[config.mk]
export PLATFORM = sky130hd
export DESIGN_NAME = external_bus_pin_interface
export DESIGN_NICKNAME = d
export VERILOG_FILES = /design/src/pkg/ext_bus_pkg.sv /design/src/design/external_bus_pin_interface.sv
export SDC_FILE = /design/constraint.sdc
export NUM_CORES = 1
export LEC_CHECK = 0
export BUFFER_PORTS_ARGS = -buffer_cell sky130_fd_sc_hd__buf_2
export CORE_ASPECT_RATIO = 2
export CORE_MARGIN = 4
export CORE_UTILIZATION = 35
export CTS_BUF_LIST = sky130_fd_sc_hd__clkbuf_4 sky130_fd_sc_hd__clkbuf_8
export CTS_CLUSTER_DIAMETER = 200
export DETAILED_ROUTE_END_ITERATION = 8
export PLACE_DENSITY = 0.66
export SETUP_SLACK_MARGIN = 0.15
export SLEW_MARGIN = 20
export SYNTH_ARGS = -nofsm -noshare
export SYNTH_HDL_FRONTEND = slang
export SYNTH_SLANG_ARGS = --single-unit
[constraint.sdc]
create_clock -name sys_clk -period 2.7 [get_ports sys_clk]
set_input_delay 0.54 -clock sys_clk [delete_from_list [all_inputs] [get_ports sys_clk]]
set_output_delay 0.54 -clock sys_clk [all_outputs]
set_load 0.02 [all_outputs]
[src/pkg/ext_bus_pkg.sv]
package ext_bus_pkg;

  localparam int ADDR_W = 24;
  localparam int DATA_W = 16;
  localparam int AREA_N = 3;

  // Idle level of every active-low strobe and select
  localparam logic STROBE_IDLE = 1'h1;
  // Direction level: high for read and dummy cycles, low for write
  localparam logic DIR_READ = 1'h1;
  localparam logic DIR_WRITE = 1'h0;
  localparam logic [DATA_W-1:0] RDATA_RESET = 16'h0000;
  localparam logic [ADDR_W-1:0] ADDR_RESET = 24'h000000;
  // Shortest strobe phase in clock cycles; wait requests lengthen it
  localparam int STROBE_MIN_CYC = 1;

  typedef enum logic [2:0] {
    ST_IDLE = 3'h0,
    ST_ADDR = 3'h1,
    ST_STROBE = 3'h2,
    ST_END = 3'h3,
    ST_FLOAT = 3'h4,
    ST_HOLD = 3'h5
  } bus_state_t;

  typedef struct packed {
    logic valid;
    logic write;
    logic [1:0] byte_en;
    logic [ADDR_W-1:0] addr;
    logic [DATA_W-1:0] wdata;
  } cpu_req_t;

  typedef struct packed {
    logic ack;
    logic [DATA_W-1:0] rdata;
    logic released;
  } cpu_resp_t;

  typedef struct packed {
    logic [AREA_N-1:0][ADDR_W-1:0] base;
    logic [AREA_N-1:0][ADDR_W-1:0] mask;
    logic area0_dram;
  } area_cfg_t;

  typedef struct packed {
    logic [DATA_W-1:0] muxed_addr_data_lines_in;
    logic bus_wait_n;
    logic bus_release_request_n;
  } pins_in_t;

  typedef struct packed {
    logic [DATA_W-1:0] muxed_addr_data_lines_out;
    logic muxed_addr_data_lines_oe;
    logic [ADDR_W-1:0] address_lines;
    logic address_lines_oe;
    logic read_strobe_n;
    logic low_byte_store_strobe_n;
    logic high_byte_store_strobe_n;
    logic read_write_dir;
    logic row_strobe_n;
    logic [AREA_N-1:0] select_line_n;
    logic control_oe;
    logic bus_release_grant_n;
  } pins_out_t;

endpackage : ext_bus_pkg

[src/design/external_bus_pin_interface.sv]
`timescale 1ns/100ps
// Summary of operation
// - The read strobe goes active while an external read is on the bus so the part can drive data.
// - The low-byte store strobe goes active when a write carries data on the lower eight data lines.
// - The high-byte store strobe goes active when a write carries data on the upper eight data lines.
// - A slow part holding the wait input low stretches the strobe phase of the cycle for as long as it does.
// - A bus release request floats the data, address, strobe, direction, row strobe and select pins.
// - Once those pins float, the bus release grant goes active to tell the requester the bus is free.
// - The direction output is high in read and dummy cycles and low in write cycles.
// - Accesses to external DRAM drive the row address strobe.
// - Select line zero is low while the bus address lies in its programmed range, high otherwise.
// - With area zero set for DRAM, that pin carries column strobe zero for accesses inside area zero.
module external_bus_pin_interface (
  // Clock and reset
  input wire logic sys_clk,
  input wire logic rst,
  // Internal bus master
  input wire ext_bus_pkg::cpu_req_t cpu_req,
  output ext_bus_pkg::cpu_resp_t cpu_resp,
  // Address area setup
  input wire ext_bus_pkg::area_cfg_t area_cfg,
  // External pins
  input wire ext_bus_pkg::pins_in_t pins_in,
  output ext_bus_pkg::pins_out_t pins_out
);

  ext_bus_pkg::bus_state_t state_ff;
  ext_bus_pkg::bus_state_t nxt_state;
  ext_bus_pkg::cpu_req_t req_ff;
  ext_bus_pkg::cpu_req_t nxt_req;
  logic [ext_bus_pkg::AREA_N-1:0] hit_ff;
  logic [ext_bus_pkg::AREA_N-1:0] nxt_hit;
  logic [ext_bus_pkg::AREA_N-1:0] area_hit;
  ext_bus_pkg::cpu_resp_t resp_ff;
  ext_bus_pkg::cpu_resp_t nxt_resp;
  ext_bus_pkg::pins_out_t pins_ff;
  ext_bus_pkg::pins_out_t nxt_pins;
  logic dram_cyc;
  logic nxt_dram;

  // Range compare of the incoming address against each area
  genvar gi;
  generate
    for (gi = 0; gi < ext_bus_pkg::AREA_N; gi++) begin : g_area
      assign area_hit[gi] = ((cpu_req.addr & area_cfg.mask[gi]) ==
                             (area_cfg.base[gi] & area_cfg.mask[gi]));
    end
  endgenerate

  // Sequencer
  always_comb begin
    nxt_state = state_ff;
    nxt_req = req_ff;
    nxt_hit = hit_ff;
    nxt_dram = dram_cyc;
    case (state_ff)
      ext_bus_pkg::ST_IDLE: begin
        if (!pins_in.bus_release_request_n) begin
          nxt_state = ext_bus_pkg::ST_FLOAT;
        end else if (cpu_req.valid) begin
          nxt_state = ext_bus_pkg::ST_ADDR;
          nxt_req = cpu_req;
          nxt_hit = area_hit;
          nxt_dram = area_cfg.area0_dram & area_hit[0];
        end
      end
      ext_bus_pkg::ST_ADDR: begin
        nxt_state = ext_bus_pkg::ST_STROBE;
      end
      ext_bus_pkg::ST_STROBE: begin
        if (pins_in.bus_wait_n) begin
          nxt_state = ext_bus_pkg::ST_END;
        end
      end
      ext_bus_pkg::ST_END: begin
        nxt_state = ext_bus_pkg::ST_IDLE;
        nxt_req.valid = 1'h0;
      end
      ext_bus_pkg::ST_FLOAT: begin
        nxt_state = ext_bus_pkg::ST_HOLD;
      end
      ext_bus_pkg::ST_HOLD: begin
        if (pins_in.bus_release_request_n) begin
          nxt_state = ext_bus_pkg::ST_IDLE;
        end
      end
      default: begin
        nxt_state = ext_bus_pkg::ST_IDLE;
      end
    endcase
  end

  always_ff @(posedge sys_clk) begin
    if (rst) begin
      state_ff <= ext_bus_pkg::ST_IDLE;
      req_ff <= '0;
      hit_ff <= '0;
      dram_cyc <= 1'h0;
    end else begin
      state_ff <= nxt_state;
      req_ff <= nxt_req;
      hit_ff <= nxt_hit;
      dram_cyc <= nxt_dram;
    end
  end

  // Answer to the internal master
  always_comb begin
    nxt_resp.ack = 1'h0;
    nxt_resp.rdata = resp_ff.rdata;
    nxt_resp.released = (nxt_state == ext_bus_pkg::ST_HOLD);
    if (state_ff == ext_bus_pkg::ST_STROBE && pins_in.bus_wait_n) begin
      nxt_resp.ack = 1'h1;
      if (!req_ff.write) begin
        nxt_resp.rdata = pins_in.muxed_addr_data_lines_in;
      end
    end
  end

  always_ff @(posedge sys_clk) begin
    if (rst) begin
      resp_ff <= '{ack: 1'h0, rdata: ext_bus_pkg::RDATA_RESET, released: 1'h0};
    end else begin
      resp_ff <= nxt_resp;
    end
  end

  // Pin levels follow the state that is being entered
  always_comb begin
    nxt_pins.muxed_addr_data_lines_out = nxt_req.addr[ext_bus_pkg::DATA_W-1:0];
    nxt_pins.muxed_addr_data_lines_oe = 1'h0;
    nxt_pins.address_lines = nxt_req.addr;
    nxt_pins.address_lines_oe = 1'h1;
    nxt_pins.read_strobe_n = ext_bus_pkg::STROBE_IDLE;
    nxt_pins.low_byte_store_strobe_n = ext_bus_pkg::STROBE_IDLE;
    nxt_pins.high_byte_store_strobe_n = ext_bus_pkg::STROBE_IDLE;
    nxt_pins.read_write_dir = ext_bus_pkg::DIR_READ;
    nxt_pins.row_strobe_n = ext_bus_pkg::STROBE_IDLE;
    nxt_pins.select_line_n = {ext_bus_pkg::AREA_N{ext_bus_pkg::STROBE_IDLE}};
    nxt_pins.control_oe = 1'h1;
    nxt_pins.bus_release_grant_n = 1'h1;
    case (nxt_state)
      ext_bus_pkg::ST_ADDR, ext_bus_pkg::ST_STROBE: begin
        nxt_pins.muxed_addr_data_lines_oe = 1'h1;
        nxt_pins.read_write_dir = nxt_req.write ? ext_bus_pkg::DIR_WRITE
                                                : ext_bus_pkg::DIR_READ;
        nxt_pins.row_strobe_n = ~nxt_dram;
        nxt_pins.select_line_n = ~nxt_hit;
        if (nxt_dram) begin
          // Area zero pin acts as column strobe, only in the strobe phase
          nxt_pins.select_line_n[0] = (nxt_state != ext_bus_pkg::ST_STROBE);
        end
        if (nxt_state == ext_bus_pkg::ST_STROBE) begin
          if (nxt_req.write) begin
            nxt_pins.muxed_addr_data_lines_out = nxt_req.wdata;
            nxt_pins.low_byte_store_strobe_n = ~nxt_req.byte_en[0];
            nxt_pins.high_byte_store_strobe_n = ~nxt_req.byte_en[1];
          end else begin
            nxt_pins.muxed_addr_data_lines_oe = 1'h0;
            nxt_pins.read_strobe_n = 1'h0;
          end
        end
      end
      ext_bus_pkg::ST_FLOAT, ext_bus_pkg::ST_HOLD: begin
        nxt_pins.address_lines_oe = 1'h0;
        nxt_pins.control_oe = 1'h0;
        nxt_pins.bus_release_grant_n = (nxt_state != ext_bus_pkg::ST_HOLD);
      end
      default: begin
      end
    endcase
  end

  always_ff @(posedge sys_clk) begin
    if (rst) begin
      pins_ff <= '{
        muxed_addr_data_lines_out: ext_bus_pkg::RDATA_RESET,
        muxed_addr_data_lines_oe: 1'h0,
        address_lines: ext_bus_pkg::ADDR_RESET,
        address_lines_oe: 1'h1,
        read_strobe_n: ext_bus_pkg::STROBE_IDLE,
        low_byte_store_strobe_n: ext_bus_pkg::STROBE_IDLE,
        high_byte_store_strobe_n: ext_bus_pkg::STROBE_IDLE,
        read_write_dir: ext_bus_pkg::DIR_READ,
        row_strobe_n: ext_bus_pkg::STROBE_IDLE,
        select_line_n: {ext_bus_pkg::AREA_N{ext_bus_pkg::STROBE_IDLE}},
        control_oe: 1'h1,
        bus_release_grant_n: 1'h1
      };
    end else begin
      pins_ff <= nxt_pins;
    end
  end

  assign pins_out = pins_ff;
  assign cpu_resp = resp_ff;
endmodule : external_bus_pin_interface

[Yosys cells after proc, flatten, opt, wreduce, memory -nomap -nowiden]
Index checks and enable logic that the tools add are counted.
Storage, ports and cells
  bits in registers: 96
  bits in latches: 0
  RAM bits: 0
  ROM bits: 0
  input port bits: 209
  output and inout bits: 70
  word-level logic and storage cells: 85
  memories: 0
Operators by class
  $add $sub $neg: 0
  multipliers: 0
  divide/modulo/power cells: 0
  $lt $le $gt $ge: 0
  equal/unequal tests: 13
  shift operators: 0
  muxes and demuxes: 24
  bitwise gates (word level): 16
  reductions and logical operators: 10
Operators by type and width (number)
  24-bit bitwise AND: 6
  43-bit two-way mux: 3
  24-bit == test: 3
  17-bit two-way mux: 3
  16-bit two-way mux: 2
  3-bit two-way mux: 7
  3-bit one-hot mux with 5 select lines: 1
  3-bit == test (second input constant): 4
  1-bit inverter: 8
  2-bit OR reduction: 4
  1-bit two-way mux: 7
  3-bit by 1-bit == test with 1-bit output (second input constant): 2
  3-bit by 2-bit == test with 1-bit output (second input constant): 2
  4-bit OR reduction: 1
  3-bit logical NOT: 1
  3-bit by 2-bit inequality test with 1-bit output (second input constant): 1
  3-bit inequality test (second input constant): 1
  3-bit inverter: 1
  3-bit AND reduction: 1
  3-bit OR reduction: 1
  2-bit two-way mux: 1
  2-bit AND reduction: 1
  1-bit bitwise AND: 1
  1-bit logical AND: 1

[Logic depth before layout (Yosys ltp)]
  depth after elaboration: 7
  mapped depth: 8
  gate-level depth less buffers: 5

[Worst setup path before layout]
OpenSTA, ideal clock, no wires.
  path type: input-to-reg
  start: input port cpu_req[24] (netlist bit)
  end: register pins_ff (netlist bit pins_out[5])
  setup time: 0.136 ns
  arrival: 1.655 ns
  required time: 2.564 ns
  setup slack: 0.909 ns
  cell stages on the path: 6
  path buffers: 1
  cell sequence: clkbuf_1 xor2_1 a22oi_1 nand4_1 nor4_2 a22oi_1
On the way
  cells in the longest elaborated chain, start to end: 7
RTL lines
  start: declaration: RTL line external_bus_pin_interface.sv:18  | input wire ext_bus_pkg::cpu_req_t cpu_req,
  24-bit bitwise AND: RTL line external_bus_pin_interface.sv:45  | assign area_hit[gi] = ((cpu_req.addr & area_cfg.mask[gi]) ==
  24-bit == test: RTL line external_bus_pin_interface.sv:45
  1-bit bitwise AND: RTL line external_bus_pin_interface.sv:64  | nxt_dram = area_cfg.area0_dram & area_hit[0];
  1-bit two-way mux: RTL line external_bus_pin_interface.sv:60  | end else if (cpu_req.valid) begin
  1-bit two-way mux: RTL line external_bus_pin_interface.sv:58  | if (!pins_in.bus_release_request_n) begin
  1-bit two-way mux: RTL line external_bus_pin_interface.sv:56  | case (state_ff)
  1-bit inverter: RTL line external_bus_pin_interface.sv:147  | nxt_pins.row_strobe_n = ~nxt_dram;
  end signal: assignment: RTL line external_bus_pin_interface.sv:176  | pins_ff <= '{
  end signal: assignment: RTL line external_bus_pin_interface.sv:191  | pins_ff <= nxt_pins;
  end: declaration: RTL line external_bus_pin_interface.sv:36  | ext_bus_pkg::pins_out_t pins_ff;
Every way passes these cells.
A chain may end at the register's enable or synchronous reset.

[Final worst setup path]
  start: register state_ff[0]
  end: register pins_ff (netlist bit pins_out[5])
On the way
  cells in the longest elaborated chain, start to end: 7
  elaborated cells on any way between the ends: 17
  those cells by class: eq/ne: 6; mux: 6; bitwise: 2; reduce/logical: 3
RTL lines
  start: declaration: RTL line external_bus_pin_interface.sv:27  | ext_bus_pkg::bus_state_t state_ff;
  start signal: assignment: RTL line external_bus_pin_interface.sv:95  | state_ff <= ext_bus_pkg::ST_IDLE;
  start signal: assignment: RTL line external_bus_pin_interface.sv:100  | state_ff <= nxt_state;
  3-bit two-way mux: RTL line external_bus_pin_interface.sv:60
  3-bit two-way mux: RTL line external_bus_pin_interface.sv:58
  3-bit one-hot mux with 5 select lines: RTL line external_bus_pin_interface.sv:56
  3-bit by 2-bit == test with 1-bit output / 3-bit by 1-bit == test with 1-bit output (equally long branches): RTL line external_bus_pin_interface.sv:142  | case (nxt_state)
  2-bit OR reduction: RTL line external_bus_pin_interface.sv:142
  1-bit inverter (no line)
  2-bit OR reduction (no line)
Parallel ways exist; a longest one is shown, timed or not.

==> run_results.csv <==
group,metric,value,unit
floorplanning,rows,60,
global_routing,grt_pass1_wl,26700,um
critical_path,critPathCaptureType,"flip-flop",
sta,tightest_slew,695,ps
critical_path,cp_top_family,"simple AND/OR/NAND/NOR gates",
global_routing,grt_max_degree,55,
critical_path,r2r_start,"state_ff[0]$_SDFF_PP0_",
min_path,min_from,"area_cfg[0]",
finish,fill_cells,1380,
critical_path,cp.buffers_inverters,0,
clocking,root_buffer,"clkbuf_8",
clocking,clkLatencyLatePin,360,ps
synthesis,yosysWarningCount,0,
critical_path,worstSetupPathType,"flip-flop to flip-flop",
critical_path,required,2930,ps
min_path,worstHoldPathCells,2,
critical_path,crit_fanout,8,
clocking,cts-hold-fix-buffers,0,
detailed_routing,drt_iter0_drc,198,
pwr,leakagePower,2.88,nW
finish,fin_util,46.7,%
sta,setup_tns,0,ps
sta,relSlewSlack,53.6,%
detailed_routing,route.detailed.drc,0,
global_routing,overflow,0,
min_path,hold_end,"pins_out[5]$_SDFF_PP1_",
pwr,irDropWorstVdd,0.000433,V
critical_path,slowest_stage,"nor4_2",
detailed_routing,routedWlPerCell,18.7,um
global_routing,track_usage,22.4,%
job,maxCapViolations,0,
synthesis,synth-seq-cells,95,
synthesis,synth_cell_types,40,
min_path,hold_class,"input port to flip-flop",
detailed_routing,ant_nets,0,
synthesis,netlist_area,4760,um^2
finish,area_delta_synth_final,31.1,%
critical_path,r2r_setup_slack,360,ps
pwr,power_density,524,nW/um^2
placed_design,port_buffers,278,
synthesis,synth.avg_cell_area,8.40,um^2
clocking,cts_buffers,9,
synthesis,synthCells,566,
critical_path,cp_cell_sequence,"or2_1 -> a2111oi_2 -> nand4_1 -> nor4_2 -> a22oi_1",
critical_path,cp.arrival,2570,ps
floorplanning,die_w,90.4,um
floorplanning,die_h,173,um
critical_path,r2r-end,"pins_out[5]$_SDFF_PP1_",
floorplanning,initial_utilization,35.6,%
clocking,htreeDepth,3,
clocking,clockBufferDepth,2,
sta,skew,9.44,ps
sta,fin_crit_sh,86.5,%
placed_design,place_hpwl,14200,um
critical_path,crit_path_start_kind,"flip-flop",
detailed_routing,num_vias,4707,
detailed_routing,drt-total-wl,17800,um
sta,rsz0062_at_grt,"no",
finish,drive_gt1_share,40.3,%
clocking,clkSlewWorstSetupHoldPaths,100,ps
global_routing,grt_pass1_vias,4736,
synthesis,synthArstFlopShare,0,%
sta,report.final.slew_viol_count,0,
floorplanning,die_area,15600,um^2
synthesis,synth-edff-count,0,
synthesis,synth-main-ff-cell,"dfxtp_1",
synthesis,yosysSeqAreaShare,40.0,%
detailed_routing,viasPerCell,4.94,
sta,period_needed,2340,ps
critical_path,slowest_delay,520,ps
sta,setup_viol,0,
run_status,status,"finished, final reports clean",
critical_path,ff2ff_path_depth,5,
finish,fin_nets,1001,
floorplanning,pin_count,279,
floorplanning,core_area,13400,um^2
placed_design,place_congestion,0.839,
sta,clock.fmax,428,MHz
sta,hold_viol_final,0,
clocking,clock-sinks,95,
clocking,cts_tree,"built",
synthesis,synth_nets,775,
global_routing,antenna_found_initial,2,
detailed_routing,dr.pass1.iters,6,
==> metal layers <==
metal  GRT usage, %  vias to the layer above  share of wire (%)
li1               -                     2324                  -
met1           23.3                     2123                 36
met2           40.2                      217                 52
met3           6.14                       41                7.2
met4           12.0                        2                4.8
met5              0                        -              0.073
==> Yosys cell counts, types with 9 or more instances <==
cell	instances	area (um^2)
buf_2	9	45.0
nor2_1	27	101
a211oi_2	10	125
a21oi_1	63	315
mux2i_1	17	170
xor2_1	72	631
clkbuf_1	28	105
nand2_1	127	477
a22oi_1	32	240
buf_4	26	195
dfxtp_1	95	1900
==> power by group <==
group	internal (mW)	switching [mW]	total (mW)
logic	0.305	0.445	0.750
registers	1.48	0.0432	1.52
clock network	0.461	0.537	0.998
total	2.24	1.03	3.27
==> worst max path at each step <==
stage	startpoint	end	slack (ps)	depth (start not counted)
finish	state_ff[0]$_SDFF_PP0_	pins_out[5]$_SDFF_PP1_	360	5
global route	state_ff[0]$_SDFF_PP0_	pins_out[5]$_SDFF_PP1_	240	5
CTS	state_ff[0]$_SDFF_PP0_	pins_out[5]$_SDFF_PP1_	290	5
detailed placement	cpu_req[38]	pins_out[5]$_SDFF_PP1_	-420	6
global placement	cpu_req[38]	pins_out[5]$_SDFF_PP1_	-440	6
floorplan	cpu_req[24]	pins_out[5]$_SDFF_PP1_	910	6
==> what timing repair did <==
action                                 in CTS  in global routing
resized for setup                           1                  0
setup endpoints to repair                   4                  0
endpoints found under the hold margin       0                  0
buffers inserted                            0                  0
==> worst register-to-register path, delay by kind of cell, from the launching register on <==
kind	cells	cell delay, ps
compound gates	2	670
flops	1	400
simple gates	3	1140
==> registers in the layout, summed over array words and instances (netlist names) <==
name / flops
hit_ff: 3
req_ff: 19
dram_cyc: 1
cpu_resp: 18
state_ff: 3
pins_out: 51
==> cells by family (layout without fill, tap and decap cells) <==
| logic type | Yosys count | count (layout) | share of synthesized area [%] |
|---|---|---|---|
| simple gates | 183 | 183 | 16.8 |
| compound gates | 123 | 123 | 17.4 |
| flops | 95 | 95 | 40.0 |
| buf+inv | 75 | 305 | 8.84 |
| xor+xnor | 73 | 73 | 13.4 |
| mux | 17 | 17 | 3.58 |
| other cells | 0 | 1 | 0 |
==> placed cells by master, fill, tap and decap left out, types with 6 or more instances in the layout <==
master,instances
a22oi_1,32
mux2i_1,17
a211oi_2,10
clkbuf_8,10
dfxtp_1,95
nand2_1,127
nor2_1,27
a211oi_1,6
buf_2,277
inv_1,6
xor2_1,72
a21oi_1,63
nand3_1,6
==> stage by stage <==
step / cells / setup WS (ps) / power, mW / cell area [um^2] / hold slack (ps)
3_5_place_dp: 936 / -420 / 2.31 / 6020 / 444
5_1_grt: 952 / 244 / 3.44 / 6230 / 369
2_1_floorplan: 566 / 909 / 2.00 / 4760 / 427
3_3_place_gp: 936 / -444 / 2.30 / 6020 / 439
6_report: 952 / 363 / 3.27 / 6230 / 397
4_1_cts: 951 / 288 / 3.31 / 6230 / 376
==> layout make-up <==
cell class              instances  area (um^2)  area share (%)
multi-input cells             396         2450            39.2
flip-flops and latches         95         1900            30.5
repair buffers                284         1460            23.5
well taps                     155          194            3.11
clock buffers                  10          138            2.21
clock inverters                 5         66.3            1.06
inverters                       6         22.5           0.361
diodes                          1         2.50          0.0401
Note: power is estimated with default switching activity, not from simulation.
